File: src/swc_regs.vh
// register map and timing constants for the sleep/wake controller
`ifndef SWC_REGS_VH
`define SWC_REGS_VH
`define SWC_CTRL_OFS      12'h000
`define SWC_STAT_OFS      12'h004
`define SWC_SRC_EN_OFS    12'h008
`define SWC_CTRL_XTAL_BIT 0
`define SWC_CTRL_WDT_BIT  1
`define SWC_CTRL_GIE_BIT  2
`define SWC_STAT_TO_BIT   0
`define SWC_STAT_PD_BIT   1
`define SWC_STAT_SLP_BIT  2
`define SWC_STAT_WKRST_BIT 3
`define SWC_STAT_WKWDT_BIT 4
`define SWC_STAT_WKIRQ_BIT 5
`define SWC_SRC_EN_RST    6'h00
`define SWC_OST_PERIODS   1024
`define SWC_DUMMY_CYCLES  2
`define SWC_IRQ_VECTOR    16'h0004
`endif

File: src/swc_sleep_wake.v
// sleep/wake controller: sleep entry, flags, wake sources, start-up delay, vectoring
//
// Decided for this implementation: the placing of the registers and the APB interface to the registers.
`include "swc_regs.vh"
module swc_sleep_wake #(
  parameter OST_CYCLES = `SWC_OST_PERIODS
) (
  // apb slave
  input  wire        pclk,
  input  wire        presetn,
  input  wire        psel,
  input  wire        penable,
  input  wire        pwrite,
  input  wire [11:0] paddr,
  input  wire [31:0] pwdata,
  output reg  [31:0] prdata,
  output reg         pready,
  output reg         pslverr,
  // core sequencer
  input  wire        sleep_exec,
  input  wire        watchdog_clear_instr,
  input  wire        watchdog_timeout,
  output reg         prefetch_next,
  output reg         dummy_cycle,
  output reg         vector_fetch,
  output reg  [15:0] vector_addr,
  output reg         core_run,
  // interrupt flags, bit order: tmr1 async, capture, adc rc, comp, ioc, ext pin
  input  wire [5:0]  wake_irq_flag,
  input  wire        periph_sync_irq,
  // reset pin, active low, from a pin
  input  wire        master_reset_pin_n,
  // power and pins
  output reg         osc_drive_en,
  output reg         clk_gate_en,
  output reg         io_hold,
  output reg         wdt_clear,
  output reg         dev_reset,
  output reg         periph_irq_block,
  output reg         power_down_flag,
  output reg         time_out_flag
);
  localparam ST_RUN  = 5'b00001;
  localparam ST_SLP  = 5'b00010;
  localparam ST_OST  = 5'b00100;
  localparam ST_PRE  = 5'b01000;
  localparam ST_DUM  = 5'b10000;

  reg [4:0]  state_reg;
  reg [10:0] ost_cnt_reg;
  reg [1:0]  dum_cnt_reg;
  reg        rst_s1_reg;
  reg        rst_s2_reg;
  reg        xtal_mode_reg;
  reg        wdt_en_reg;
  reg        gie_reg;
  reg [5:0]  src_en_reg;
  reg        wk_rst_reg;
  reg        wk_wdt_reg;
  reg        wk_irq_reg;
  reg        vec_pend_reg;

  // enabled pending source; gie plays no part in waking
  wire irq_wake = |(wake_irq_flag & src_en_reg);
  wire apb_wr   = psel & penable & pwrite;
  wire apb_rd   = psel & penable & ~pwrite;

  function addr_ok;
    input [11:0] a;
    begin
      addr_ok = (a == `SWC_CTRL_OFS) || (a == `SWC_STAT_OFS) || (a == `SWC_SRC_EN_OFS);
    end
  endfunction

  // reset pin passes two flops before any logic sees it
  always @(posedge pclk or negedge presetn) begin
    if (!presetn) begin
      rst_s1_reg <= 1'b1;
      rst_s2_reg <= 1'b1;
    end else begin
      rst_s1_reg <= master_reset_pin_n;
      rst_s2_reg <= rst_s1_reg;
    end
  end

  // apb registers, single wait-free access phase
  always @(posedge pclk or negedge presetn) begin
    if (!presetn) begin
      xtal_mode_reg <= 1'b0;
      wdt_en_reg    <= 1'b1;
      gie_reg       <= 1'b0;
      src_en_reg    <= `SWC_SRC_EN_RST;
      prdata        <= 32'h00000000;
      pready        <= 1'b0;
      pslverr       <= 1'b0;
    end else begin
      pready  <= psel & ~penable;
      pslverr <= psel & ~penable & ~addr_ok(paddr);
      if (apb_wr && pready && paddr == `SWC_CTRL_OFS) begin
        xtal_mode_reg <= pwdata[`SWC_CTRL_XTAL_BIT];
        wdt_en_reg    <= pwdata[`SWC_CTRL_WDT_BIT];
        gie_reg       <= pwdata[`SWC_CTRL_GIE_BIT];
      end
      if (apb_wr && pready && paddr == `SWC_SRC_EN_OFS)
        src_en_reg <= pwdata[5:0];
      prdata <= 32'h00000000;
      if (psel && !penable && !pwrite) begin
        case (paddr)
          `SWC_CTRL_OFS:
            prdata <= {29'h0, gie_reg, wdt_en_reg, xtal_mode_reg};
          `SWC_STAT_OFS:
            prdata <= {26'h0, wk_irq_reg, wk_wdt_reg, wk_rst_reg,
                       (state_reg != ST_RUN), power_down_flag, time_out_flag};
          `SWC_SRC_EN_OFS:
            prdata <= {26'h0, src_en_reg};
          default:
            prdata <= 32'h00000000;
        endcase
      end
    end
  end

  // sleep/wake sequencer
  always @(posedge pclk or negedge presetn) begin
    if (!presetn) begin
      state_reg        <= ST_RUN;
      ost_cnt_reg      <= 11'h000;
      dum_cnt_reg      <= 2'h0;
      power_down_flag  <= 1'b1;
      time_out_flag    <= 1'b1;
      wk_rst_reg       <= 1'b0;
      wk_wdt_reg       <= 1'b0;
      wk_irq_reg       <= 1'b0;
      vec_pend_reg     <= 1'b0;
      osc_drive_en     <= 1'b1;
      clk_gate_en      <= 1'b1;
      io_hold          <= 1'b0;
      wdt_clear        <= 1'b0;
      dev_reset        <= 1'b1;
      periph_irq_block <= 1'b0;
      prefetch_next    <= 1'b0;
      dummy_cycle      <= 1'b0;
      vector_fetch     <= 1'b0;
      vector_addr      <= 16'h0000;
      core_run         <= 1'b0;
    end else begin
      wdt_clear     <= 1'b0;
      prefetch_next <= 1'b0;
      dummy_cycle   <= 1'b0;
      vector_fetch  <= 1'b0;
      dev_reset     <= 1'b0;
      core_run      <= 1'b1;
      if (!rst_s2_reg) begin
        // pin reset returns any state to run with dev_reset, apb registers keep their values; watchdog never touches the pin
        state_reg        <= ST_RUN;
        power_down_flag  <= 1'b1;
        time_out_flag    <= 1'b1;
        wk_rst_reg       <= (state_reg == ST_SLP);
        dev_reset        <= 1'b1;
        core_run         <= 1'b0;
        osc_drive_en     <= 1'b1;
        clk_gate_en      <= 1'b1;
        io_hold          <= 1'b0;
        periph_irq_block <= 1'b0;
        vec_pend_reg     <= 1'b0;
      end else begin
        case (state_reg)
          ST_RUN: begin
            if (watchdog_clear_instr)
              wdt_clear <= 1'b1;
            if (watchdog_timeout && wdt_en_reg) begin
              dev_reset     <= 1'b1;
              time_out_flag <= 1'b0;
              core_run      <= 1'b0;
            end else if (sleep_exec && !irq_wake) begin
              // pending enabled source makes sleep a nop instead
              state_reg        <= ST_SLP;
              wdt_clear        <= 1'b1;
              power_down_flag  <= 1'b0;
              time_out_flag    <= 1'b1;
              osc_drive_en     <= 1'b0;
              clk_gate_en      <= 1'b0;
              io_hold          <= 1'b1;
              periph_irq_block <= 1'b1;
              prefetch_next    <= 1'b1;
              core_run         <= 1'b0;
              wk_rst_reg       <= 1'b0;
              wk_wdt_reg       <= 1'b0;
              wk_irq_reg       <= 1'b0;
            end
          end
          ST_SLP: begin
            core_run <= 1'b0;
            // irq arriving during sleep still wakes next cycle
            if ((watchdog_timeout && wdt_en_reg) || irq_wake) begin
              wdt_clear     <= 1'b1;
              wk_wdt_reg    <= watchdog_timeout & wdt_en_reg;
              wk_irq_reg    <= ~(watchdog_timeout & wdt_en_reg);
              if (watchdog_timeout && wdt_en_reg)
                time_out_flag <= 1'b0;
              vec_pend_reg  <= irq_wake & gie_reg & ~(watchdog_timeout & wdt_en_reg);
              osc_drive_en  <= 1'b1;
              ost_cnt_reg   <= 11'h000;
              state_reg     <= xtal_mode_reg ? ST_OST : ST_PRE;
            end
          end
          ST_OST: begin
            // clock runs for the count but is still gated from the core
            core_run    <= 1'b0;
            wdt_clear   <= 1'b1;
            ost_cnt_reg <= ost_cnt_reg + 11'h001;
            if (ost_cnt_reg == OST_CYCLES[10:0] - 11'h001)
              state_reg <= ST_PRE;
          end
          ST_PRE: begin
            // prefetched instruction executes first
            clk_gate_en      <= 1'b1;
            io_hold          <= 1'b0;
            periph_irq_block <= 1'b0;
            dum_cnt_reg      <= 2'h0;
            state_reg        <= vec_pend_reg ? ST_DUM : ST_RUN;
          end
          ST_DUM: begin
            dummy_cycle <= 1'b1;
            dum_cnt_reg <= dum_cnt_reg + 2'h1;
            if (dum_cnt_reg == `SWC_DUMMY_CYCLES - 1) begin
              vector_fetch <= 1'b1;
              vector_addr  <= `SWC_IRQ_VECTOR;
              vec_pend_reg <= 1'b0;
              state_reg    <= ST_RUN;
            end
          end
          default: state_reg <= ST_RUN;
        endcase
      end
    end
  end

  // sync interrupts are simply ignored in every state; they never reach the flags
  wire unused_sync = periph_sync_irq;
endmodule // swc_sleep_wake

File: config.mk
export PLATFORM = sky130hd
export DESIGN_NAME = swc_sleep_wake
export DESIGN_NICKNAME = d
export VERILOG_FILES = /design/src/swc_sleep_wake.v
export VERILOG_INCLUDE_DIRS = /design/src
export SDC_FILE = /design/constraint.sdc
export NUM_CORES = 1
export LEC_CHECK = 0
export ABC_AREA = 1
export BUFFER_PORTS_ARGS = -buffer_cell sky130_fd_sc_hd__buf_2
export CORE_MARGIN = 1
export CORE_UTILIZATION = 44
export CTS_CLUSTER_SIZE = 28
export DETAILED_ROUTE_END_ITERATION = 10
export GPL_ROUTABILITY_DRIVEN = 0
export PLACE_DENSITY = 0.86
export SETUP_SLACK_MARGIN = 0.3
export SLEW_MARGIN = 20
export SYNTH_ARGS = -nofsm -noshare
export SYNTH_HDL_FRONTEND = slang
export SYNTH_SLANG_ARGS = --single-unit
export TNS_END_PERCENT = 10
File: constraint.sdc
create_clock -name pclk -period 1.55 [get_ports pclk]
set_clock_uncertainty 0.15 [all_clocks]
set_input_delay 0.0775 -clock pclk [delete_from_list [all_inputs] [get_ports pclk]]
set_output_delay 0.0775 -clock pclk [all_outputs]
set_load 0.1 [all_outputs]
Yosys cells after proc, flatten, opt, wreduce, memory -nomap -nowiden
Cells that the tools add are included.
{"block": "totals", "word_cells": 159, "output_inout_bits": 62, "regBits": 79, "inputBits": 60}
{"block": "op_classes", "n_bitwise": 11, "muxes": 63, "n_eq_ne": 26, "n_reduce_logical": 29, "addsub": 2}
{"operator": "two-way mux 1 bit", "count": 40}
{"operator": "two-way mux 5 bit", "count": 7}
{"operator": "one-hot mux 5 bit (5 select lines)", "count": 1}
{"operator": "one-hot mux 11 bit (2 select lines)", "count": 1}
{"operator": "one-hot mux 6 bit (3 select lines)", "count": 1}
{"operator": "one-hot mux 1 bit (2 select lines)", "count": 8}
{"operator": "AND reduction 3 bit", "count": 5}
{"operator": "equality test 12 x 3 -> 1 bit, second input constant", "count": 1}
{"operator": "equality test 12 x 4 -> 1 bit, second input constant", "count": 1}
{"operator": "logical NOT 12 bit", "count": 1}
{"operator": "inequality test 3 bit, second input constant", "count": 4}
{"operator": "adder 11 x 1 -> 11 bit, second input constant", "count": 1}
{"operator": "equality test 11 x 10 -> 1 bit, second input constant", "count": 1}
{"operator": "two-way mux 11 bit", "count": 1}
{"operator": "AND reduction 5 bit", "count": 2}
{"operator": "inequality test 3 x 1 -> 1 bit, second input constant", "count": 3}
{"operator": "AND reduction 4 bit", "count": 2}
{"operator": "AND 1 bit", "count": 7}
{"operator": "logical AND 1 bit", "count": 7}
{"operator": "AND 6 bit", "count": 1}
{"operator": "two-way mux 6 bit", "count": 1}
{"operator": "inequality test 2 x 1 -> 1 bit, second input constant", "count": 3}
{"operator": "inequality test 2 bit, second input constant", "count": 3}
{"operator": "inequality test 3 x 2 -> 1 bit, second input constant", "count": 2}
{"operator": "19 further kinds", "count": 27}

Logic depth before layout (Yosys ltp)
{"block": "logic_depth", "word_depth": 8, "depth_mapped": 11, "ltp_nobuf": 11}

Worst setup path after synthesis
Ideal clock, no wire load.
{"block": "synth_path", "kind": "reg-to-reg", "start": "reg pready", "end": "reg gie_reg", "path_slack_ps": -321, "setup_ps": 121, "synth_period_minus_slack_ps": 1871, "required_ps": 1279, "arrival_ps": 1600, "path_buffers": 0, "stages_incl_launch_ff": 6, "cell_sequence": "dfrtp_1 > nand2_1 > nor2_1 > nand2_2 > nand2_1 > o21ai_1"}
{"block": "synth_via", "elab_chain_len": 2}
{"element": "from (decl)", "line": "swc_sleep_wake.v:17", "text": "output reg pready,"}
{"element": "from (signal assigned)", "line": "swc_sleep_wake.v:97", "text": "pready <= psel & ~penable;"}
{"element": "logical AND 1 bit", "line": "swc_sleep_wake.v:99", "text": "if (apb_wr && pready && paddr == `SWC_CTRL_OFS) begin"}
{"element": "logical AND 1 bit (no line)"}
{"element": "to (signal assigned)", "line": "swc_sleep_wake.v:102", "text": "gie_reg <= pwdata[`SWC_CTRL_GIE_BIT];"}
{"element": "to (decl)", "line": "swc_sleep_wake.v:56", "text": "reg gie_reg;"}
Every way passes these cells.
A chain may end at the register's enable or synchronous reset.

Worst setup path in the final report
{"block": "layout_path", "start": "reg state_reg[0]", "end": "reg wk_irq_reg"}
{"block": "layout_via", "elab_chain_len": 3, "elab_cells_between_ends": 8, "cone_classes": "eq/ne (5); mux (1); reduce/logical (2)"}
{"element": "from (decl)", "line": "swc_sleep_wake.v:49", "text": "reg [4:0] state_reg;"}
{"element": "from (signal assigned)", "line": "swc_sleep_wake.v:204", "text": "state_reg <= xtal_mode_reg ? ST_OST : ST_PRE;"}
{"element": "from (signal assigned)", "line": "swc_sleep_wake.v:221", "text": "state_reg <= vec_pend_reg ? ST_DUM : ST_RUN;"}
{"element": "equality test 5 x 1 -> 1 bit / equality test 5 x 2 -> 1 bit (equally long branches)", "line": "swc_sleep_wake.v:167", "text": "case (state_reg)"}
{"element": "inequality test 2 bit (no line) (tied with other cells)"}
{"element": "AND reduction 5 bit (no line)"}
{"element": "to (signal assigned)", "line": "swc_sleep_wake.v:198", "text": "wk_irq_reg <= ~(watchdog_timeout & wdt_en_reg);"}
{"element": "to (decl)", "line": "swc_sleep_wake.v:60", "text": "reg wk_irq_reg;"}
Parallel ways exist; a longest one is shown, timed or not.

==> run_results.csv <==
group,metric,value,unit
timing,fin_ws,-0.158,ns
routing,routed_via_density,5.10,
pwr,fin_total_pwr,0.00459,W
synth,synth_top_area_cell,"dfrtp_1",
synth,synth_top_area_frac,0.361,
routing,num_vias,2816,
final_layout,largest_reg_flops,11,
grt,grt_first_pass_wirelength,11.3,mm
pwr,p_clk_frac,0.165,
routing,firstDrtPassIters,5,
setup_path,crit_type,"reg2reg",
cts,cts.path.max_buffers,2,
routing,wl_per_cell,13.6,µm
die,die_y,85.3,µm
synth,synth-main-ff-cell,"dfrtp_1",
setup_path,reg2regPathDepth,9,
die,dieArea,7280,µm²
cts,clock_sinks,53,
timing,drv_slew,0,
status,violations,"negative setup slack",
grt,grt_pass1_vias,2478,
final_layout,antenna_cells,0,
die,core_area,6530,µm²
synth,syn_inst,379,
min_path,min_from,"watchdog_clear_instr",
place,post-dp-hpwl,4.93,mm
cts,cts_buffers,5,
setup_path,worstReg2RegEnd,"wk_irq_reg",
cts,clkTransAtPathRegs,0.09,ns
timing,tns,-2.36,ns
pwr,powerDensity,1170,nW/µm²
pwr,p_int,0.00245,W
grt,antenna_found_initial,0,
timing,setup_viol,29,
routing,routed_wl,7.49,mm
final_layout,syn_to_final_growth,28.9,%
die,start_util,0.467,
pwr,seqPwrFrac,0.362,
final_layout,finalInstanceArea,3940,µm²
synth,ys_seq_elements,53,
routing,drt.antenna.violating_nets,0,
synth,synth-edff-count,0,
grt,overflow,0,
timing,period_share,1.10,
timing,post-route-min-period,1.71,ns
final_layout,multi_input_area,1530,µm²
pwr,p_comb_frac,0.473,
setup_path,cp-end-kind,"flop",
routing,drc,0,
min_path,min_path_type,"in2reg",
pwr,irDropWorstVdd,0.649,mV
status,status,"finished, violations left",
pwr,p_sw_frac,0.467,
synth,synth.area.top_cells,"dfrtp_1, nand2_1, buf_4",
synth,ys_warn_count,0,
die,chipWidth,85.3,µm
synth,ys_types,40,
timing,grt_setup_unrepaired,"true",
setup_path,path_max_fanout,5,
final_layout,nets,536,
timing,fmaxAchievable,585,MHz
die,row_count,29,
setup_path,cp_data_required_time,1.61,ns
place,place_area,3480,µm²
grt,grt_usage,0.197,
pwr,leakagePower,2.09,nW
setup_path,start_kind,"flop",
min_path,whs_path_depth,5,
cts,htree_levels,2,
setup_path,r2r_start,"state_reg[0]",
pwr,switchingPower,0.00215,W
final_layout,fillers,511,
die,ioPinCount,122,
timing,finalHoldViolations,0,
routing,drtIter0Drc,275,
synth,syn_area,3050,µm²
grt,grt_start_max_net_pins,36,
min_path,hold_path_end,"wdt_clear",
setup_path,rrSetupSlack,-0.16,ns
flow_run,drv_cap,0,
final_layout,drive_gt1_frac,0.362,
place,place.port_buffers,53,
final_layout,ff_latch_area,1340,µm²
synth,avgSynthCellArea,8.06,µm²
setup_path,cp.arrival,1.77,ns
cts,worst_skew_pair.late_latency,0.31,ns
synth,async_flop_share,1.00,
cts,root_buffer,"clkbuf_8",
cts,cts_tree,"yes",
synth,synth_seq_area_share,0.438,
-- Yosys cell counts (all sizes together) (2+ instances only) --
| master | count |
|---|---|
| nor3 | 3 |
| nand4 | 6 |
| or2 | 2 |
| xnor2 | 4 |
| clkinv | 2 |
| a21oi | 5 |
| o21ai | 19 |
| nor2 | 45 |
| nand3 | 31 |
| nand2 | 116 |
| ha | 2 |
| xor2 | 3 |
| buf | 45 |
| dfrtp | 44 |
| dfstp | 9 |
| inv | 35 |
-- final cells by class --
class                           instances  share of cell area
Inverter                               37              0.0366
Timing Repair Buffer                   94               0.188
Clock buffer                            8              0.0203
Sequential cell                        53               0.341
Tap cell                               77              0.0245
Multi-Input combinational cell        283               0.389
-- worst max-delay path by stage --
stage            startpoint           end  cells past startpoint
2_1_floorplan  state_reg[0]    wk_wdt_reg                      9
3_3_place_gp   state_reg[0]  state_reg[1]                     11
3_5_place_dp   state_reg[0]    wk_irq_reg                      9
4_1_cts        state_reg[0]    wk_irq_reg                      9
5_1_grt        state_reg[0]    wk_irq_reg                      9
6_report       state_reg[0]    wk_irq_reg                      9
-- power by group through the flow --
stage,Sequential (W),Clock (W),Combinational [W]
floorplan,0.00219,0,0.00105
global placement,0.00165,0,0.00183
detailed placement,0.00166,0,0.00186
CTS,0.00164,0.000769,0.00195
global route,0.00168,0.000819,0.00227
finish,0.00166,0.000758,0.00217
-- worst max-delay path: stages (launching register included) --
cell,delay (ns)
dfstp_2,0.57
inv_1,0.06
nor2_2,0.12
nand2_2,0.08
nor2_4,0.14
inv_2,0.09
o21ai_2,0.14
nand2_1,0.11
nand2_1,0.10
nand2_1,0.05
-- cell usage in the layout, fill, tap and decap left out, types with 20 or more instances in the layout --
| master | n |
|---|---|
| buf_2 | 33 |
| buf_4 | 42 |
| conb_1 | 41 |
| dfrtp_1 | 42 |
| inv_1 | 22 |
| nand2_1 | 93 |
| nand2_2 | 20 |
| nand3_1 | 25 |
| nor2_1 | 27 |
-- per-layer routing --
metal / GRT usage / routed length, µm / share of wire
met5: 0 / 0 / 0
met4: 0.0909 / 236 / 0.032
met3: 0.0457 / 575 / 0.077
met2: 0.315 / 3600 / 0.48
met1: 0.254 / 3070 / 0.41
-- cells by family (layout without fill, tap and decap cells) --
group,count (synthesis),count (layout),synth area share
other,1,41,0.00123
adder cells (fa/ha/maj),2,2,0.00820
flip-flops,53,53,0.438
buffers and inverters,83,139,0.157
XOR/XNOR,7,7,0.0201
AO/OA/AOI/OAI,29,29,0.0611
AND/OR/NAND/NOR,204,204,0.314
-- through the flow --
step	util	instances	hold WS, ns	worst slack [ns]
3_3_place_gp	0.533	527	-0.102	-0.0344
2_1_floorplan	-	419	-0.368	0.0490
5_1_grt	0.603	552	0.0233	-0.231
6_report	0.603	552	0.00962	-0.158
4_1_cts	0.578	547	0.00112	-0.0771
3_5_place_dp	0.533	527	-0.0990	-0.0882
-- timing repair --
action / 4_1_cts / 5_1_grt
buffers inserted: 1 / 5
endpoints found under the hold margin: 62 / 0
resized for setup: 29 / 38
pin swaps: 2 / 12
endpoints found under the setup margin: 55 / 42
hold buffers: 11 / 0
Power figures use the tool's default switching activity.
